`src/shared/tcs_cfg.svh`:
```
// register offsets, field positions and reset values for the cas change and frame status block
`ifndef TCS_CFG_SVH
`define TCS_CFG_SVH
`define TCS_ADDR_W        12
`define TCS_OFF_CHG0      12'h0_10D
`define TCS_OFF_CHG1      12'h0_10E
`define TCS_OFF_CHG2      12'h0_10F
`define TCS_OFF_FRAME     12'h0_113
`define TCS_OFF_IRQ_STAT  12'h0_120
`define TCS_OFF_IRQ_MASK  12'h0_121
`define TCS_OFF_SIG_CFG   12'h0_122
`define TCS_IN_FRAME_BIT  7
`define TCS_IRQ_CHG_BIT   0
`define TCS_IRQ_LOF_BIT   1
`define TCS_IRQ_INF_BIT   2
`define TCS_CAS_BIT       0
`define TCS_SLOTS         24
`define TCS_SLOTS_PER_REG 8
`define TCS_RESET_BYTE    8'h00
`define TCS_RESET_WORD    32'h0000_0000
`endif

```
`src/shared/tcs_pkg.sv`:
```
// types shared by the cas change and frame status block
package tcs_pkg;
  typedef enum logic [1:0] {
    TCS_IDLE,
    TCS_ACK
  } tcs_bus_state_t;
  typedef logic [7:0] tcs_byte_t;
endpackage : tcs_pkg

```
`src/shared/tcs_rd_if.sv`:
```
// read strobe and read data path between the bus slave and the flag bank
interface tcs_rd_if;
  logic        rd_chg0;
  logic        rd_chg1;
  logic        rd_chg2;
  logic [23:0] flags;
  modport slave (output rd_chg0, output rd_chg1, output rd_chg2, input flags);
  modport bank  (input rd_chg0, input rd_chg1, input rd_chg2, output flags);
endinterface : tcs_rd_if

```
`src/rtl/tcs_flag_bank.sv`:
```
// per-slot sticky signalling change flags, cleared when their register is read
`include "tcs_cfg.svh"
module tcs_flag_bank
  import tcs_pkg::*;
#(
  parameter int SLOTS = `TCS_SLOTS
) (
  input  wire logic             clk_i,
  input  wire logic             rst_i,
  input  wire logic             cas_en_i,
  input  wire logic [SLOTS-1:0] change_i,
  tcs_rd_if.bank                rd
);
  logic [SLOTS-1:0] flag_q;
  logic [SLOTS-1:0] flag_d;
  logic [SLOTS-1:0] clr;

  genvar g;
  generate
    for (g = 0; g < SLOTS; g++) begin : g_slot
      // slot 0 of each group of eight sits in bit 7
      if (g / `TCS_SLOTS_PER_REG == 0) begin : g_r0
        assign clr[g] = rd.rd_chg0;
      end else if (g / `TCS_SLOTS_PER_REG == 1) begin : g_r1
        assign clr[g] = rd.rd_chg1;
      end else begin : g_r2
        assign clr[g] = rd.rd_chg2;
      end
    end
  endgenerate

  always_comb begin
    // set beats clear so a change during the read is kept for the next one
    // leaving cas mode drops stale flags so they never read back outside it
    flag_d = cas_en_i ? ((flag_q & ~clr) | change_i) : '0;
  end

  always_ff @(posedge clk_i) begin
    if (rst_i) begin
      flag_q <= '0;
    end else begin
      flag_q <= flag_d;
    end
  end

  assign rd.flags = flag_q;
endmodule : tcs_flag_bank

```
`src/rtl/tcs_frame_mon.sv`:
```
// registers the framer state and flags its transitions
module tcs_frame_mon (
  input  wire logic clk_i,
  input  wire logic rst_i,
  input  wire logic in_frame_i,
  output logic      in_frame_o,
  output logic      lof_ev_o,
  output logic      inf_ev_o
);
  logic in_frame_q;
  logic in_frame_d;

  always_comb begin
    in_frame_d = in_frame_i;
  end

  always_ff @(posedge clk_i) begin
    if (rst_i) begin
      in_frame_q <= 1'b0;
    end else begin
      in_frame_q <= in_frame_d;
    end
  end

  assign in_frame_o = in_frame_q;
  assign lof_ev_o   = in_frame_q & ~in_frame_i;
  assign inf_ev_o   = ~in_frame_q & in_frame_i;
endmodule : tcs_frame_mon

```
`src/rtl/tcs_status_regs.sv`:
```
// wishbone register bank: cas change flags, frame status, interrupts
`include "tcs_cfg.svh"

module tcs_status_regs
  import tcs_pkg::*;
#(
  parameter int SLOTS = `TCS_SLOTS
) (
  input  wire logic                   clk_i,
  input  wire logic                   rst_i,
  input  wire logic                   wb_cyc_i,
  input  wire logic                   wb_stb_i,
  input  wire logic                   wb_we_i,
  input  wire logic [`TCS_ADDR_W-1:0] wb_adr_i,
  input  wire logic [3:0]             wb_sel_i,
  input  wire logic [31:0]            wb_dat_i,
  output logic      [31:0]            wb_dat_o,
  output logic                        wb_ack_o,
  output logic                        wb_err_o,
  input  wire logic [SLOTS-1:0]       sig_change_i,
  input  wire logic                   in_frame_i,
  output logic                        cas_mode_o,
  output logic                        irq_o
);
  tcs_rd_if rd ();

  tcs_bus_state_t st_q;
  tcs_bus_state_t st_d;
  logic [31:0]    dat_q;
  logic [31:0]    dat_d;
  logic           err_q;
  logic           err_d;
  logic [2:0]     stat_q;
  logic [2:0]     stat_d;
  logic [2:0]     mask_q;
  logic [2:0]     mask_d;
  logic           cas_q;
  logic           cas_d;
  logic           irq_q;
  logic           irq_d;
  logic           in_frame;
  logic           lof_ev;
  logic           inf_ev;
  logic           req;
  logic           wr_stb;
  logic           rd_stb;
  logic [2:0]     ev;
  tcs_byte_t      chg0;
  tcs_byte_t      chg1;
  tcs_byte_t      chg2;

  tcs_flag_bank #(
    .SLOTS(SLOTS)
  ) u_bank (
    .clk_i   (clk_i),
    .rst_i   (rst_i),
    .cas_en_i(cas_q),
    .change_i(sig_change_i),
    .rd      (rd.bank)
  );

  tcs_frame_mon u_mon (
    .clk_i     (clk_i),
    .rst_i     (rst_i),
    .in_frame_i(in_frame_i),
    .in_frame_o(in_frame),
    .lof_ev_o  (lof_ev),
    .inf_ev_o  (inf_ev)
  );

  // slot n goes to bit 7-(n mod 8)
  always_comb begin
    for (int i = 0; i < `TCS_SLOTS_PER_REG; i++) begin
      chg0[7-i] = rd.flags[i];
      chg1[7-i] = rd.flags[`TCS_SLOTS_PER_REG+i];
      chg2[7-i] = rd.flags[2*`TCS_SLOTS_PER_REG+i];
    end
  end

  assign req    = wb_cyc_i & wb_stb_i & (st_q == TCS_IDLE);
  assign wr_stb = req & wb_we_i & wb_sel_i[0];
  assign rd_stb = req & ~wb_we_i;

  // the clear fires on the cycle the read data is captured
  assign rd.rd_chg0 = rd_stb & (wb_adr_i == `TCS_OFF_CHG0);
  assign rd.rd_chg1 = rd_stb & (wb_adr_i == `TCS_OFF_CHG1);
  assign rd.rd_chg2 = rd_stb & (wb_adr_i == `TCS_OFF_CHG2);

  always_comb begin
    ev = '0;
    ev[`TCS_IRQ_CHG_BIT] = |(sig_change_i) & cas_q;
    ev[`TCS_IRQ_LOF_BIT] = lof_ev;
    ev[`TCS_IRQ_INF_BIT] = inf_ev;
  end

  always_comb begin
    st_d   = st_q;
    dat_d  = dat_q;
    err_d  = 1'b0;
    mask_d = mask_q;
    cas_d  = cas_q;
    stat_d = stat_q;
    unique case (st_q)
      TCS_IDLE: begin
        if (req) begin
          st_d  = TCS_ACK;
          dat_d = `TCS_RESET_WORD;
          unique case (wb_adr_i)
            `TCS_OFF_CHG0: dat_d[7:0] = chg0;
            `TCS_OFF_CHG1: dat_d[7:0] = chg1;
            `TCS_OFF_CHG2: dat_d[7:0] = chg2;
            // low bits are e1 only and read zero here
            `TCS_OFF_FRAME: dat_d[`TCS_IN_FRAME_BIT] = in_frame;
            `TCS_OFF_IRQ_STAT: begin
              dat_d[2:0] = stat_q;
              if (wr_stb) begin
                stat_d = stat_q & ~wb_dat_i[2:0];
              end
            end
            `TCS_OFF_IRQ_MASK: begin
              dat_d[2:0] = mask_q;
              if (wr_stb) begin
                mask_d = wb_dat_i[2:0];
              end
            end
            `TCS_OFF_SIG_CFG: begin
              dat_d[`TCS_CAS_BIT] = cas_q;
              if (wr_stb) begin
                cas_d = wb_dat_i[`TCS_CAS_BIT];
              end
            end
            default: begin
              err_d = 1'b1;
            end
          endcase
        end
      end
      TCS_ACK: begin
        st_d = TCS_IDLE;
      end
      default: begin
        st_d = TCS_IDLE;
      end
    endcase
    // events win over a write-one clear
    stat_d = stat_d | ev;
  end

  always_comb begin
    irq_d = |(stat_d & mask_d);
  end

  always_ff @(posedge clk_i) begin
    if (rst_i) begin
      st_q   <= TCS_IDLE;
      dat_q  <= `TCS_RESET_WORD;
      err_q  <= 1'b0;
      stat_q <= '0;
      mask_q <= '0;
      cas_q  <= 1'b0;
      irq_q  <= 1'b0;
    end else begin
      st_q   <= st_d;
      dat_q  <= dat_d;
      err_q  <= err_d;
      stat_q <= stat_d;
      mask_q <= mask_d;
      cas_q  <= cas_d;
      irq_q  <= irq_d;
    end
  end

  logic ack_q;
  logic ack_d;
  always_comb begin
    ack_d = req & ~err_d;
  end
  always_ff @(posedge clk_i) begin
    if (rst_i) begin
      ack_q <= 1'b0;
    end else begin
      ack_q <= ack_d;
    end
  end

  assign wb_dat_o   = dat_q;
  assign wb_ack_o   = ack_q;
  assign wb_err_o   = err_q;
  assign cas_mode_o = cas_q;
  assign irq_o      = irq_q;
endmodule : tcs_status_regs

```
`config.mk`:
```
export PLATFORM = sky130hd
export DESIGN_NAME = tcs_status_regs
export DESIGN_NICKNAME = d
export VERILOG_FILES = /design/src/shared/tcs_pkg.sv /design/src/shared/tcs_rd_if.sv /design/src/rtl/tcs_flag_bank.sv /design/src/rtl/tcs_frame_mon.sv /design/src/rtl/tcs_status_regs.sv
export VERILOG_INCLUDE_DIRS = /design/src /design/src/shared
export SDC_FILE = /design/constraint.sdc
export NUM_CORES = 1
export LEC_CHECK = 0
export BUFFER_PORTS_ARGS = -buffer_cell sky130_fd_sc_hd__buf_2
export CORE_MARGIN = 1
export CORE_UTILIZATION = 50
export DETAILED_ROUTE_END_ITERATION = 16
export GPL_ROUTABILITY_DRIVEN = 0
export MAX_ROUTING_LAYER = met4
export PLACE_DENSITY = 0.9
export SLEW_MARGIN = 10
export SYNTH_ARGS = -nofsm -noshare
export SYNTH_HDL_FRONTEND = slang
export SYNTH_HIERARCHICAL = 1
export SYNTH_SLANG_ARGS = --single-unit
```
`constraint.sdc`:
```
create_clock -name clk_i -period 3.1 [get_ports clk_i]
set_clock_uncertainty 0.1 [all_clocks]
set_input_delay 0 -clock clk_i [delete_from_list [all_inputs] [get_ports clk_i]]
set_output_delay 0 -clock clk_i [all_outputs]
set_load 0.05 [all_outputs]
```
==> impl_summary.md <==
Detailed routing
The number of DRC markers after the initial detailed-route iteration is 214. For this run, design rule violations remaining after detail routing come to 6. The via count is around 2300.

Dividing the detail-routed via count by the number of cells gives 5.485. The routed wire length is 6856 µm. The count of nets left with antenna violations after detail routing is 0.

The iteration count of the initial detailed-routing pass is 12. After detailed routing, the average wire length per cell comes to 16.64 µm.

STA
The relative slew slack is 44.74%. The number of failing hold endpoints at the final stage is 0. Setup repair after global routing left no endpoint under its margin. Setup violations remaining at the end of the flow were counted as 0. The max-slew violation count is 0. The worst-margin pin slew is around 820 ps.

For the final routed database, the setup TNS stands at 0 ps. For this run, the top clock speed supported by timing is 0.3719 GHz. The worst path needs 2689 ps of the cycle, external delays included. The final critical path takes up 86.74% of the cycle.

Die
The die covers approximately 0.0051 mm². In this run the horizontal extent of the chip is 71.41 µm. The number of placement rows is 24.

The initial utilization of the core area, before any placement, comes to 53.47%. The core region is around 0.0045 mm². between 100 and 150 I/O pins were placed. The height of the die is 71.41 µm.

Layout
The final net count is approximately 440. The final antenna diode count is 0. The most common library cell in the layout ignoring fill and taps is sky130_fd_sc_hd__buf_2. Once layout is complete, the utilization of the core stands at 68.42%.

In the layout the commonest cells are sky130_fd_sc_hd__buf_2, sky130_fd_sc_hd__dfxtp_1, sky130_fd_sc_hd__dlygate4sd3_1. Cells with a size suffix above 1 make up between 20 and 30% of the layout. The area growth from synthesis to layout is 27.95%.

Synth
Of all cell types, the one taking the most synthesized area is sky130_fd_sc_hd__dfxtp_1. Sequential cells were found to cover 36.57% of the synthesized design area. The average cell area after synthesis is 8.823 µm². The synthesized instance count is about 270. The flip-flop and latch count after synthesis is between 40 and 50. The post-synthesis instance area is 0.002409 mm². The number of library cell types mapped by synthesis is 45. For this run, the number of Yosys warnings is 6.

The top cell type by area accounts for 36.57% of the synthesized area. After synthesis, the cell types taking the most area are sky130_fd_sc_hd__dfxtp_1, sky130_fd_sc_hd__buf_4, sky130_fd_sc_hd__a21oi_2.

Global routing
The largest net degree at the start of global routing is 25. The number of antenna violations at the first check in global routing is 0. The via count of the first global-routing pass was 2147.

The first-pass GRT wire length is between 10000 and 15000 µm. The total global routing overflow is 0. Across every metal layer, demand over resource in global routing totals roughly 28%.

CTS
Post-CTS repair changed the size of 0 cells. For this design, the CTS-stage hold fixing added 34 buffers. TritonCTS built the clock tree. The TritonCTS sink count is between 40 and 50.

The clock latency on the worst-skew pair is approximately 310 ps. The clock slew at the register clock pins of the worst setup and hold paths is 100 ps. Clock tree synthesis selected as its root buffer the cell sky130_fd_sc_hd__clkbuf_8. In this run the deepest clock path goes through 2 buffers. CTS built an H-tree with a depth of 2. TritonCTS created 5 clock buffers. Post-CTS timing repair inserted 0 buffers for setup.

Pwr
The maximum VDD drop is 0.2252 mV. The ratio of total power to cell area is 454.0 mW/mm². The reported leakage power is 1.361 nW.

Critical path
The critical path starts at st_q[0]. Data on the critical path arrives at its endpoint at approximately 2800 ps. The worst setup path is launched from a flop. At the worst endpoint, the required time is 3210 ps. The worst register-to-register path begins at st_q[0].

STA classifies the critical path endpoint as a flop. The critical path in this run is classified as flop to flop. The peak fanout along the critical path is 13.

Hold path
The worst hold path belongs to the class input port to flop. The start point of the worst hold path is wb_stb_i.

Run
The max-cap check violation count is 0.

Run status
The checks that failed: DRC. The run finished, with violations left.

Placement
The detailed placer's ending HPWL is 3696 µm. The quantity of I/O buffers inserted on ports is 57.
## metal layers
metal	wire, µm	vias to the layer above	GRT usage [%]
met5	0	-	-
met4	431	0	21.11
met3	563	41	5.626
met2	3228	165	45.71
met1	2633	1002	30.42
li1	-	1052	-
## synth_stat cells (all sizes together)
cell type  number
a21boi          2
a21oi          28
a221oi          3
a22o            3
a22oi           5
a2bb2oi         4
a31oi           1
a41oi           1
and2            2
and3            2
and3b           1
buf            29
clkbuf          6
conb            1
dfxtp          44
inv            28
mux2           10
mux2i           3
nand2           9
nand2b         25
nand3           4
nand3b          3
nand4           1
nor2           19
nor2b           6
nor3            9
nor4            8
nor4bb          1
o211ai          2
o21a            3
o21ai           2
o21bai          1
o221ai          1
o22ai           1
o311ai          1
or2             2
or4b            2
## flip-flops by register name, indices dropped and copies added, names as in the netlist
name / flops
cas_mode_o: 1
irq_o: 1
mask_q: 3
st_q: 1
stat_q: 3
u_bank/rd.flags: 24
u_mon/in_frame_o: 1
wb_ack_o: 1
wb_dat_o: 8
wb_err_o: 1
## critical path, cell delays in order, from the launching register on
cell and delay, ps:
sky130_fd_sc_hd__dfxtp_1 320, sky130_fd_sc_hd__nand3b_1 420, sky130_fd_sc_hd__nor3_1 660, sky130_fd_sc_hd__nand2_1 160
sky130_fd_sc_hd__mux2i_1 280, sky130_fd_sc_hd__nor2_1 70, sky130_fd_sc_hd__dlygate4sd3_1 570
## report_power, final
group | switching, mW | internal, mW | total (mW)
logic | 0.141 | 0.0671 | 0.208
registers | 0.00306 | 0.570 | 0.573
clock network | 0.214 | 0.403 | 0.617
## cell type report
class	count	area, µm²
timing repair buffer	91	625.6
fill	345	1423
inverter	28	105.1
clock inverter	3	90.09
multi-input combinational	189	1246
sequential	44	880.8
clock buffer	5	68.82
tap	52	65.06
## final timing paths
kind                               to  slack [ps]  depth (start not counted)
setup reg to reg            mask_q[2]         410                          6
hold reg to reg   u_bank/rd.flags[15]         390                          2
hold / removal            wb_dat_o[1]          40                          5
setup / recovery            mask_q[2]         410                          6
## per-stage QoR
| step | total power [mW] | worst slack [ps] | hold WS, ps | instance area [µm²] | std cells |
|---|---|---|---|---|---|
| floorplan | 0.7322 | 1406 | -28.39 | 2495 | 296 |
| global placement | 0.7530 | 961.0 | 144.7 | 2582 | 370 |
| detailed placement | 0.7551 | 909.7 | 147.6 | 2582 | 370 |
| CTS | 1.385 | 615.2 | 27.62 | 3082 | 412 |
| global route | 1.432 | 354.8 | 97.85 | 3082 | 412 |
| finish | 1.399 | 411.1 | 39.08 | 3082 | 412 |
## kinds of logic (layout without fill, tap and decap cells)
| family | count (synthesis) | count (layout) | synth area share [%] |
|---|---|---|---|
| compound gates | 58 | 58 | 18.65 |
| buf+inv | 63 | 127 | 15.27 |
| flops | 44 | 44 | 36.57 |
| mux | 13 | 13 | 5.922 |
| other cells | 1 | 24 | 0.1557 |
| simple gates | 94 | 94 | 23.43 |
(Power assumes the default switching activity.)
